File: src/pkg/tmr_defs.svh
// tmr_defs.svh: offsets, field positions, reset values and divider masks
// of the four-channel 8-bit timer; assumes a byte-addressed APB word map.
`ifndef TMR_DEFS_SVH
`define TMR_DEFS_SVH

// ****************************************************************
// register offsets
// ****************************************************************
`define TMR_OFS_CTRL 5'h00
`define TMR_OFS_CSR 5'h04
`define TMR_OFS_CNT 5'h08
`define TMR_OFS_CORA 5'h0c
`define TMR_OFS_CORB 5'h10
`define TMR_CH_STRIDE 8'h20
`define TMR_OFS_PAIR_CNT 8'h80

// ****************************************************************
// field positions
// ****************************************************************
`define TMR_CTRL_CKS 2:0
`define TMR_CTRL_CLR 4:3
`define TMR_CSR_FLAGS 7:5
`define TMR_CSR_ICE 4
`define TMR_CSR_OBS 3:2
`define TMR_CSR_OAS 1:0

// ****************************************************************
// reset values
// ****************************************************************
`define TMR_RST_CTRL 8'h00
`define TMR_RST_CSR 8'h00
`define TMR_RST_CNT 8'h00
`define TMR_RST_COR 8'hff

// ****************************************************************
// prescaler: divide by 8, 64 and 8192
// ****************************************************************
`define TMR_DIV_W 13
`define TMR_DIV8_MASK 13'h0007
`define TMR_DIV64_MASK 13'h003f
`define TMR_DIV8192_MASK 13'h1fff

`endif

File: src/pkg/tmr_pkg.sv
// tmr_pkg: types shared by the timer files.
// assumes tmr_defs.svh is on the include path.
`default_nettype none
`include "tmr_defs.svh"

package tmr_pkg;

  typedef enum logic [2:0] {
    CKS_STOP = 3'h0,
    CKS_DIV8 = 3'h1,
    CKS_DIV64 = 3'h2,
    CKS_DIV8192 = 3'h3,
    CKS_CASCADE = 3'h4,
    CKS_EXT_RISE = 3'h5,
    CKS_EXT_FALL = 3'h6,
    CKS_EXT_BOTH = 3'h7
  } tmr_cks_t;

  typedef enum logic [1:0] {
    CLR_NONE = 2'h0,
    CLR_MATCH_A = 2'h1,
    CLR_MATCH_B = 2'h2,
    CLR_CAPTURE = 2'h3
  } tmr_clr_t;

  typedef enum logic [1:0] {
    ACT_KEEP = 2'h0,
    ACT_LOW = 2'h1,
    ACT_HIGH = 2'h2,
    ACT_TOGGLE = 2'h3
  } tmr_act_t;

  typedef struct packed {
    logic psel;
    logic penable;
    logic pwrite;
    logic [7:0] paddr;
    logic [31:0] pwdata;
    logic [3:0] pstrb;
  } tmr_apb_t;

  typedef struct packed {
    logic [7:0] ctrl;
    logic [7:0] csr;
    logic [7:0] cnt;
    logic [7:0] cora;
    logic [7:0] corb;
    logic [2:0] arm;
    logic out;
    logic out_en;
  } tmr_ch_t;

  typedef struct packed {
    tmr_ch_t [3:0] ch;
    logic [31:0] prdata;
    logic pready;
    logic pslverr;
  } tmr_state_t;

  typedef struct packed {
    logic [`TMR_DIV_W-1:0] cnt;
    logic t8;
    logic t64;
    logic t8192;
  } tmr_div_state_t;

  typedef struct packed {
    logic s1;
    logic s2;
    logic prev;
  } tmr_edge_state_t;

endpackage : tmr_pkg
`default_nettype wire

File: src/core/tmr_edge.sv
// tmr_edge: two-flop synchroniser and edge detector for one pin.
// assumes the pin is asynchronous to pclk.
`timescale 1ns/1ps
`default_nettype none

module tmr_edge (
  input wire logic pclk,
  input wire logic presetn,
  input wire logic pin_in,
  output logic rise,
  output logic fall
);
  import tmr_pkg::*;

  tmr_edge_state_t st_reg, st_next;

  always_comb
  begin
    st_next = st_reg;
    st_next.s1 = pin_in;
    st_next.s2 = st_reg.s1;
    st_next.prev = st_reg.s2;
  end

  always_ff @(posedge pclk or negedge presetn)
  begin
    if (!presetn)
      st_reg <= '0;
    else
      st_reg <= st_next;
  end

  // edges look only at the second stage and its delayed copy
  assign rise = st_reg.s2 & ~st_reg.prev;
  assign fall = ~st_reg.s2 & st_reg.prev;

endmodule : tmr_edge
`default_nettype wire

File: src/core/tmr_prescale.sv
// tmr_prescale: free-running divider giving one-cycle ticks at /8, /64, /8192.
// assumes pclk is the system clock.
`timescale 1ns/1ps
`default_nettype none
`include "tmr_defs.svh"

module tmr_prescale (
  input wire logic pclk,
  input wire logic presetn,
  output var logic tick8,
  output var logic tick64,
  output var logic tick8192
);
  import tmr_pkg::*;

  tmr_div_state_t st_reg, st_next;

  always_comb
  begin
    st_next = st_reg;
    st_next.cnt = st_reg.cnt + `TMR_DIV_W'(1);
    st_next.t8 = (st_reg.cnt & `TMR_DIV8_MASK) == `TMR_DIV8_MASK;
    st_next.t64 = (st_reg.cnt & `TMR_DIV64_MASK) == `TMR_DIV64_MASK;
    st_next.t8192 = (st_reg.cnt & `TMR_DIV8192_MASK) == `TMR_DIV8192_MASK;
  end

  always_ff @(posedge pclk or negedge presetn)
  begin
    if (!presetn)
      st_reg <= '0;
    else
      st_reg <= st_next;
  end

  assign tick8 = st_reg.t8;
  assign tick64 = st_reg.t64;
  assign tick8192 = st_reg.t8192;

endmodule : tmr_prescale
`default_nettype wire

File: src/core/tmr_top.sv
// tmr_top: four 8-bit timer channels in pairs 0/1 and 2/3 behind an APB slave.
// assumes APB with pstrb, pins synchronised here, pclk as system clock.
//
// Operation
// eight-bit registers, word or byte access
// internal ticks at clock /8, /64, /8192
// external clock rising, falling or both edges
// external clock pulses at least 1.5/2.5 clocks
// capture pulses at least 1.5/2.5 clocks wide
// match drives pin keep, 0, 1, toggle
// clear counter on match A or B
// clear counter on capture B
// match fires when counter leaves matching value
// capture copies counter to const B, sets flag
// overflow flag on wrap ff to 00
// pattern 100 in either channel cascades pair
// even pattern 100: 16-bit, even is upper
// even follows 16-bit matches, odd lower byte
// 16-bit capture sets both B flags, even edge
// 16-bit clear from even only, both bytes
// even overflow on 16-bit wrap, odd own
// odd pattern 100 counts even match A
// odd capture disables even compare B
// both cascade patterns stop the pair
// 8-bit capture on odd own edge select
// edge select 00 rise, 01 fall, 10 both
// coinciding matches: toggle > 1 > 0 > keep
// overflow clears by read one, write zero
// upper byte counts on lower byte wrap
// match flags clear like overflow flag
`timescale 1ns/1ps
`default_nettype none
`include "tmr_defs.svh"

module tmr_top (
  input wire logic pclk,
  input wire logic presetn,
  input wire logic psel,
  input wire logic penable,
  input wire logic pwrite,
  input wire logic [7:0] paddr,
  input wire logic [31:0] pwdata,
  input wire logic [3:0] pstrb,
  output logic [31:0] prdata,
  output logic pready,
  output logic pslverr,
  input wire logic [3:0] ext_clk_in,
  input wire logic [1:0] capture_io_in,
  output logic [1:0] capture_io_out,
  output logic [1:0] capture_io_oe,
  output logic [1:0] timer_out_pin,
  output logic [1:0] timer_out_en
);
  import tmr_pkg::*;

  // ****************************************************************
  // state and reset value
  // ****************************************************************
  localparam tmr_ch_t CH_RST = '{
    ctrl: `TMR_RST_CTRL,
    csr: `TMR_RST_CSR,
    cnt: `TMR_RST_CNT,
    cora: `TMR_RST_COR,
    corb: `TMR_RST_COR,
    arm: 3'h0,
    out: 1'b0,
    out_en: 1'b0
  };
  localparam tmr_state_t ST_RST = '{
    ch: '{CH_RST, CH_RST, CH_RST, CH_RST},
    prdata: 32'h0,
    pready: 1'b0,
    pslverr: 1'b0
  };

  tmr_state_t st_reg, st_next;
  tmr_apb_t bus;
  logic div8_tick, div64_tick, div8192_tick;
  logic [3:0] ext_rise, ext_fall;
  logic [1:0] cap_rise, cap_fall;
  logic [3:0] raw, tick, ma, mb, clr;
  logic [3:0] wr_ctrl, wr_csr, rd_csr, wr_cnt, wr_cora, wr_corb;
  logic [3:0][7:0] cnt_wd;
  logic [1:0] capt, m16;
  logic setup, acc_wr, acc_rd, hit_ch, hit_pair;
  logic [1:0] ach;
  logic [4:0] aofs;
  logic [31:0] rdata;

  assign bus = '{
    psel: psel,
    penable: penable,
    pwrite: pwrite,
    paddr: paddr,
    pwdata: pwdata,
    pstrb: pstrb
  };

  // ****************************************************************
  // prescaler and pin edge detectors
  // ****************************************************************
  tmr_prescale u_div (
    .pclk(pclk),
    .presetn(presetn),
    .tick8(div8_tick),
    .tick64(div64_tick),
    .tick8192(div8192_tick)
  );

  genvar gi;
  for (gi = 0; gi < 4; gi++)
  begin : g_ext
    tmr_edge u_ext (
      .pclk(pclk),
      .presetn(presetn),
      .pin_in(ext_clk_in[gi]),
      .rise(ext_rise[gi]),
      .fall(ext_fall[gi])
    );
  end

  for (gi = 0; gi < 2; gi++)
  begin : g_cap
    tmr_edge u_cap (
      .pclk(pclk),
      .presetn(presetn),
      .pin_in(capture_io_in[gi]),
      .rise(cap_rise[gi]),
      .fall(cap_fall[gi])
    );
  end

  // ****************************************************************
  // helpers
  // ****************************************************************
  function automatic logic src_tick(input logic [2:0] cks, input logic t8, t64, t8k,
                                    input logic er, ef);
    tmr_cks_t sel;
    sel = tmr_cks_t'(cks);
    case (sel)
      CKS_DIV8: src_tick = t8;
      CKS_DIV64: src_tick = t64;
      CKS_DIV8192: src_tick = t8k;
      CKS_EXT_RISE: src_tick = er;
      CKS_EXT_FALL: src_tick = ef;
      CKS_EXT_BOTH: src_tick = er | ef;
      default: src_tick = 1'b0;
    endcase
  endfunction : src_tick

  function automatic logic clr_hit(input logic [1:0] sel, input logic a, b, c);
    tmr_clr_t s;
    s = tmr_clr_t'(sel);
    case (s)
      CLR_MATCH_A: clr_hit = a;
      CLR_MATCH_B: clr_hit = b;
      CLR_CAPTURE: clr_hit = c;
      default: clr_hit = 1'b0;
    endcase
  endfunction : clr_hit

  function automatic logic cap_edge(input logic [1:0] sel, input logic r, f);
    case (sel)
      2'h0: cap_edge = r;
      2'h1: cap_edge = f;
      2'h2: cap_edge = r | f;
      default: cap_edge = 1'b0;
    endcase
  endfunction : cap_edge

  function automatic logic new_out(input logic a, b, input logic [1:0] oa, ob,
                                   input logic cur);
    logic [1:0] xa;
    logic [1:0] xb;
    tmr_act_t act;
    xa = a ? oa : 2'h0;
    xb = b ? ob : 2'h0;
    act = tmr_act_t'((xa > xb) ? xa : xb);
    case (act)
      ACT_LOW: new_out = 1'b0;
      ACT_HIGH: new_out = 1'b1;
      ACT_TOGGLE: new_out = ~cur;
      default: new_out = cur;
    endcase
  endfunction : new_out

  // ****************************************************************
  // next state
  // ****************************************************************
  always_comb
  begin
    tmr_ch_t ce;
    tmr_ch_t co;
    tmr_ch_t c;
    tmr_ch_t n;
    int e;
    int o;
    logic capture_enable;
    logic pulse_e;
    logic eq_a;
    logic eq_b;
    logic capb;
    logic [2:0] setf;
    logic [2:0] kill;
    ce = CH_RST;
    co = CH_RST;
    c = CH_RST;
    n = CH_RST;
    e = 0;
    o = 0;
    capture_enable = 1'b0;
    pulse_e = 1'b0;
    eq_a = 1'b0;
    eq_b = 1'b0;
    capb = 1'b0;
    setf = 3'h0;
    kill = 3'h0;
    st_next = st_reg;

    // bus decode, registers take one word, 8-bit data in low lane
    setup = bus.psel & ~bus.penable;
    ach = bus.paddr[6:5];
    aofs = bus.paddr[4:0];
    hit_pair = ({bus.paddr[7:3], 3'h0} == `TMR_OFS_PAIR_CNT) & (bus.paddr[1:0] == 2'h0);
    hit_ch = ~bus.paddr[7] & (aofs == `TMR_OFS_CTRL | aofs == `TMR_OFS_CSR |
      aofs == `TMR_OFS_CNT | aofs == `TMR_OFS_CORA | aofs == `TMR_OFS_CORB);
    acc_wr = bus.psel & bus.penable & st_reg.pready & bus.pwrite & ~st_reg.pslverr;
    acc_rd = bus.psel & bus.penable & st_reg.pready & ~bus.pwrite & ~st_reg.pslverr;

    for (int i = 0; i < 4; i++)
    begin
      wr_ctrl[i] = acc_wr & bus.pstrb[0] & hit_ch & (ach == 2'(i)) & (aofs == `TMR_OFS_CTRL);
      wr_csr[i] = acc_wr & bus.pstrb[0] & hit_ch & (ach == 2'(i)) & (aofs == `TMR_OFS_CSR);
      rd_csr[i] = acc_rd & hit_ch & (ach == 2'(i)) & (aofs == `TMR_OFS_CSR);
      wr_cora[i] = acc_wr & bus.pstrb[0] & hit_ch & (ach == 2'(i)) & (aofs == `TMR_OFS_CORA);
      wr_corb[i] = acc_wr & bus.pstrb[0] & hit_ch & (ach == 2'(i)) & (aofs == `TMR_OFS_CORB);
      // pair word: even byte in lane 1, odd byte in lane 0, each lane alone
      wr_cnt[i] = (acc_wr & bus.pstrb[0] & hit_ch & (ach == 2'(i)) & (aofs == `TMR_OFS_CNT)) |
        (acc_wr & hit_pair & (bus.paddr[2] == i[1]) & bus.pstrb[i[0] ? 0 : 1]);
      cnt_wd[i] = (hit_pair & ~i[0]) ? bus.pwdata[15:8] : bus.pwdata[7:0];
    end

    // per pair: clock sources, cascade, matches, capture and clears
    for (int p = 0; p < 2; p++)
    begin
      e = 2 * p;
      o = e + 1;
      ce = st_reg.ch[e];
      co = st_reg.ch[o];
      raw[e] = src_tick(ce.ctrl[`TMR_CTRL_CKS], div8_tick, div64_tick, div8192_tick,
        ext_rise[e], ext_fall[e]);
      raw[o] = src_tick(co.ctrl[`TMR_CTRL_CKS], div8_tick, div64_tick, div8192_tick,
        ext_rise[o], ext_fall[o]);
      m16[p] = (ce.ctrl[`TMR_CTRL_CKS] == CKS_CASCADE) &
        (co.ctrl[`TMR_CTRL_CKS] != CKS_CASCADE);
      capture_enable = co.csr[`TMR_CSR_ICE];
      // upper byte steps on the lower byte's wrap
      tick[e] = m16[p] ? (raw[o] & (co.cnt == 8'hff)) : raw[e];
      pulse_e = m16[p] ? raw[o] : raw[e];
      eq_a = m16[p] ? ({ce.cnt, co.cnt} == {ce.cora, co.cora}) : (ce.cnt == ce.cora);
      eq_b = m16[p] ? ({ce.cnt, co.cnt} == {ce.corb, co.corb}) : (ce.cnt == ce.corb);
      // match fires on the step that leaves the equal value
      ma[e] = eq_a & pulse_e & ~wr_cora[e] & ~(m16[p] & wr_cora[o]);
      mb[e] = eq_b & pulse_e & ~wr_corb[e] & ~(m16[p] & wr_corb[o]) & ~capture_enable;
      // odd counts even match A when only the odd picks the cascade
      tick[o] = ((co.ctrl[`TMR_CTRL_CKS] == CKS_CASCADE) &
        (ce.ctrl[`TMR_CTRL_CKS] != CKS_CASCADE)) ? ma[e] : raw[o];
      ma[o] = (co.cnt == co.cora) & tick[o] & ~wr_cora[o];
      mb[o] = (co.cnt == co.corb) & tick[o] & ~wr_corb[o] & ~capture_enable;
      capt[p] = capture_enable & cap_edge(m16[p] ? ce.csr[`TMR_CSR_OBS] : co.csr[`TMR_CSR_OBS],
        cap_rise[p], cap_fall[p]);
      clr[e] = clr_hit(ce.ctrl[`TMR_CTRL_CLR], ma[e], mb[e], m16[p] & capt[p]);
      clr[o] = m16[p] ? clr[e] :
        clr_hit(co.ctrl[`TMR_CTRL_CLR], ma[o], mb[o], capt[p]);
    end

    // per channel: registers, flags and pin level
    for (int i = 0; i < 4; i++)
    begin
      c = st_reg.ch[i];
      n = c;
      capb = capt[i / 2] & (i[0] | m16[i / 2]);
      // clear beats a write, a write beats a step
      if (clr[i])
        n.cnt = 8'h00;
      else if (wr_cnt[i])
        n.cnt = cnt_wd[i];
      else if (tick[i])
        n.cnt = c.cnt + 8'h01;
      // capture keeps the value before any clear and beats a write
      if (capb)
        n.corb = c.cnt;
      else if (wr_corb[i])
        n.corb = bus.pwdata[7:0];
      if (wr_cora[i])
        n.cora = bus.pwdata[7:0];
      if (wr_ctrl[i])
        n.ctrl = bus.pwdata[7:0];
      // flags: hardware set wins over a clear in the same cycle
      setf = {mb[i] | capb, ma[i],
        tick[i] & (c.cnt == 8'hff) & ~clr[i] & ~wr_cnt[i]};
      kill = {3{wr_csr[i]}} & ~bus.pwdata[`TMR_CSR_FLAGS] & c.arm;
      n.csr[`TMR_CSR_FLAGS] = setf | (c.csr[`TMR_CSR_FLAGS] & ~kill);
      if (wr_csr[i])
        n.csr[4:0] = bus.pwdata[4:0];
      // arm from the value the bus actually returned
      if (rd_csr[i])
        n.arm = st_reg.prdata[`TMR_CSR_FLAGS] | c.arm;
      else if (wr_csr[i])
        n.arm = 3'h0;
      n.out = new_out(ma[i], mb[i], c.csr[`TMR_CSR_OAS], c.csr[`TMR_CSR_OBS], c.out);
      n.out_en = (|{n.csr[`TMR_CSR_OAS], n.csr[`TMR_CSR_OBS]}) & ~(i[0] & n.csr[`TMR_CSR_ICE]);
      st_next.ch[i] = n;
    end

    // read data caught in the setup cycle, answered in the first access cycle
    rdata = 32'h0;
    if (hit_pair)
      rdata = {16'h0, st_reg.ch[{bus.paddr[2], 1'b0}].cnt, st_reg.ch[{bus.paddr[2], 1'b1}].cnt};
    else if (hit_ch)
    begin
      case (aofs)
        `TMR_OFS_CTRL: rdata = {24'h0, st_reg.ch[ach].ctrl};
        `TMR_OFS_CSR: rdata = {24'h0, st_reg.ch[ach].csr};
        `TMR_OFS_CNT: rdata = {24'h0, st_reg.ch[ach].cnt};
        `TMR_OFS_CORA: rdata = {24'h0, st_reg.ch[ach].cora};
        `TMR_OFS_CORB: rdata = {24'h0, st_reg.ch[ach].corb};
        default: rdata = 32'h0;
      endcase
    end
    st_next.pready = setup;
    st_next.pslverr = setup & ~(hit_pair | hit_ch);
    if (setup)
      st_next.prdata = rdata;
  end

  // ****************************************************************
  // state register
  // ****************************************************************
  always_ff @(posedge pclk or negedge presetn)
  begin
    if (!presetn)
      st_reg <= ST_RST;
    else
      st_reg <= st_next;
  end

  // ****************************************************************
  // outputs
  // ****************************************************************
  assign prdata = st_reg.prdata;
  assign pready = st_reg.pready;
  assign pslverr = st_reg.pslverr;
  assign timer_out_pin = {st_reg.ch[2].out, st_reg.ch[0].out};
  assign timer_out_en = {st_reg.ch[2].out_en, st_reg.ch[0].out_en};
  assign capture_io_out = {st_reg.ch[3].out, st_reg.ch[1].out};
  assign capture_io_oe = {st_reg.ch[3].out_en, st_reg.ch[1].out_en};

endmodule : tmr_top
`default_nettype wire

File: config.mk
export PLATFORM = sky130hd
export DESIGN_NAME = tmr_top
export DESIGN_NICKNAME = d
export VERILOG_FILES = /design/src/pkg/tmr_pkg.sv /design/src/core/tmr_edge.sv /design/src/core/tmr_prescale.sv /design/src/core/tmr_top.sv
export VERILOG_INCLUDE_DIRS = /design/src /design/src/pkg
export SDC_FILE = /design/constraint.sdc
export NUM_CORES = 1
export LEC_CHECK = 0
export ABC_AREA = 0
export BUFFER_PORTS_ARGS = -buffer_cell sky130_fd_sc_hd__buf_2
export CORE_MARGIN = 8
export CORE_UTILIZATION = 55
export CTS_CLUSTER_DIAMETER = 150
export DETAILED_ROUTE_END_ITERATION = 8
export PLACE_DENSITY = 0.76
export SLEW_MARGIN = 20
export SYNTH_ARGS = -nofsm -noshare
export SYNTH_HDL_FRONTEND = slang
export SYNTH_HIERARCHICAL = 1
export SYNTH_SLANG_ARGS = --single-unit
File: constraint.sdc
create_clock -name pclk -period 3.35 [get_ports pclk]
set_input_delay 0.335 -clock pclk [delete_from_list [all_inputs] [get_ports pclk]]
set_output_delay 0.335 -clock pclk [all_outputs]
set_load 0.01 [all_outputs]
==> run summary <==
Outcome -> complete, no violations
Top Ports -> 97
Clk buf depth -> 3
Critical Path Max Stage Delay -> 0.44 ns
Input/output buffers -> 62
Fin crit period -> 3.21 ns
Antenna diodes -> 0
DRT iter0 DRCs -> 1336
Fin Hold WS -> 0.178 ns
Leakage -> 7.06 nW
MaxCap Viol Count -> 0
Synth Instances -> 1297
Placer Congestion -> 0.990
CP Data Required Time -> 3.79 ns
CTS root buffer -> clkbuf_16
Fin. Hold Viols -> 0
Post-CTS setup buffers -> 0
Core Region -> 24900 um2
Clock sink total -> 232
Arr. time, crit path -> 3.65 ns
Hold Path Class -> input port to flop
H-tree levels -> 1
CTS tree -> built
Routed wire length -> 41400 um
Cell area power density -> 399 nW/um2
CP max stage cell -> or3b_4
Ys flop type -> dfrtp_1
Fmax -> 311 MHz
Setup crit end kind -> flop
Ys Warns -> 6
Finished Layout Cells -> 1699
Final period util -> 95.9%
Number of global-route vias before repair -> 10700
Wire length per cell -> 24.3 um
GRT overflow -> 0
Post-layout nets -> 1422
GRT Overall Usage -> 26.8%
Headroom to the max-slew limit -> 27.8%
Power Total -> 6.18 mW
Final setup vio count -> 0
Setup Crit Path Kind -> flop to flop
Critical path buffer and inverter count -> 0
Final Max Tran Viols -> 0
Placement Rows -> 58
Type of origin of the critical path -> flop
CP Cell Sequence -> or3b_4, or2_1, o32ai_1, o211a_1, and2_1, ha_1, nor2b_1, o21ai_0, mux2_2, a21o_1
Initial Util -> 55.3%
Die ar. -> 30400 um2
Placed Cells -> 1644
Drt via density -> 6.37
#FFs+latches synth -> 232
Vert. Die Dim -> 174 um
Drt drc -> 0
Worst Skew -> 0.0142 ns
Filler Cells Inserted -> 1992
Area delta synth->final -> 12.4%
Fraction of registers with async set/reset -> 100%
Largest register FFs -> 172
Initial antenna violation count -> 0
Worst slew pin tran -> 1.08 ns
Crit path max-delay family -> simple AND/OR/NAND/NOR gates
Vias -> 10800
Clock transition at path regs -> 0.06 ns
Total CTS buffers -> 26
Syn avg cell area -> 10.6 um2
Largest net degree at the start of global routing -> 88
Peak VDD IR -> 0.349 mV
ANT nets after route -> 0
First-pass GRT wire length -> 63800 um
Netlist cell types -> 76
Sequential fraction of the synthesis area -> 42.7%
RSZ-0062 raised after global routing -> true
Hpwl dp -> 29600 um
Worst-path fanout max -> 6
EDFF count, synth -> 0
Layout cell share with drive strength beyond 1 -> 29.7%
Mapped Area -> 13800 um2
Pre-antenna DRT Iters -> 5
Worst skew pair latency -> 0.55 ns
Horiz. Die Dim -> 174 um
synthesized netlist by cell type, types with 5 or more instances:
master,number,area share [%]
mux4_2,39,6.4
nor3b_1,10,0.55
nand3_1,18,0.65
inv_1,17,0.46
o21ai_0,51,1.9
a31oi_1,6,0.27
mux2_2,87,7.1
buf_2,14,0.51
buf_4,40,2.2
a21o_1,5,0.27
buf_1,10,0.27
and3_1,13,0.59
a211oi_1,30,1.6
clkbuf_1,74,2.0
a22oi_1,12,0.65
and4_1,7,0.45
ha_1,18,1.6
dfrtp_1,168,31
nand3b_1,15,0.82
and2_1,17,0.77
xnor2_1,35,2.2
nand2_1,126,3.4
nor2b_1,23,1.0
o31ai_1,10,0.55
a21oi_1,33,1.2
nand2b_1,9,0.41
dfstp_2,64,12
xor2_1,71,4.5
mux2i_1,64,4.7
a221oi_1,5,0.32
o211ai_1,10,0.55
nor4_1,16,0.73
nand4_1,26,1.2
nor2_1,69,1.9
and2b_2,6,0.38
nor3_1,13,0.47
nor4b_1,5,0.32
power breakdown:
group	switching (mW)	internal [mW]	leakage, nW
Sequential	0.0122	2.83	2.84
Clock	1.19	1.82	0.424
Combinational	0.225	0.107	3.79
Total	1.43	4.75	7.06
worst reg2reg max path: stages (launching register included):
cell,delay [ns]
dfrtp_1,0.42
or3b_4,0.44
or2_1,0.31
o32ai_1,0.39
o211a_1,0.25
and2_1,0.17
ha_1,0.25
nor2b_1,0.14
o21ai_0,0.20
mux2_2,0.37
a21o_1,0.17
area by class of cell:
type	count	area (um2)	area share, %
Tap cell	330	413	2.67
Clock inverter	10	173	1.12
Sequential cell	232	5890	38.0
Multi-Input combinational cell	922	7190	46.5
Timing Repair Buffer	150	1020	6.61
Inverter	17	63.8	0.412
Clock buffer	38	726	4.69
path summary, 6_finish.rpt:
check / start / end / slack [ns] / depth (start not counted)
worst min register to register: g_cap[0].u_cap/st_next[1]$_DFF_PN0_ / g_cap[0].u_cap/st_next[0]$_DFF_PN0_ / 0.35 / 0
worst min-delay path: pwdata[10] / st_reg[147]$_DFFE_PN0P_ / 0.18 / 5
max in group asynchronous: presetn / st_reg[93]$_DFFE_PN1P_ / 2.04 / 3
min in group asynchronous: presetn / st_reg[69]$_DFF_PN0_ / 0.35 / 2
worst max register to register: st_reg[163]$_DFFE_PN0P_ / timer_out_pin[1]$_DFFE_PN0P_ / 0.14 / 10
worst max-delay path: st_reg[163]$_DFFE_PN0P_ / timer_out_pin[1]$_DFFE_PN0P_ / 0.14 / 10
routing by layer:
metal,vias up,global-route usage [%],share of wire [%],wire length [um]
li1,4691,-,-,-
met1,5440,35.4,40,16500
met2,575,41.6,45,18700
met3,124,5.55,9.6,3970
met4,0,13.2,5.2,2150
met5,-,0,0,0
cell usage in the layout, fill, tap and decap left out, types with 17 or more instances in the layout:
master     synthesis  final
ha_1              18     18
nand3_1           18     18
buf_2             14     61
nor2_1            69     69
xor2_1            71     71
a211oi_1          30     30
xnor2_1           35     35
nor2b_1           23     23
and2_1            17     17
a21oi_1           33     33
buf_4             40     79
inv_1             17     17
o21ai_0           51     51
dfrtp_1          168    168
nand4_1           26     26
mux2i_1           64     64
clkbuf_16          0     26
nand2_1          126    126
mux4_2            39     39
dfstp_2           64     64
mux2_2            87     87
cells by family after synthesis:
family	Yosys count	synth area share (%)
flops	232	42.7
simple gates	401	15.6
mux	191	18.3
fa+ha+maj	18	1.64
buf+inv	158	5.64
compound gates	190	9.28
xor+xnor	106	6.74
other cells	1	0.0272
metrics by stage:
stage	area, um2	worst slack [ns]	setup TNS, ns	utilization [%]
finish	15500	0.138	0	62.2
detailed placement	14500	0.176	0	58.2
global route	15500	-0.0117	-0.0117	62.2
floorplan	13800	0.279	0	-
global placement	14500	0.238	0	58.2
CTS	15500	0.108	0	62.1
repair_timing:
| item | in CTS | in global routing |
|---|---|---|
| setup endpoints to repair | 0 | 7 |
| hold buffers | 7 | 0 |
| endpoints found under the hold margin | 71 | 0 |
| resized for setup | 0 | 5 |
(Power assumes the default switching activity.)
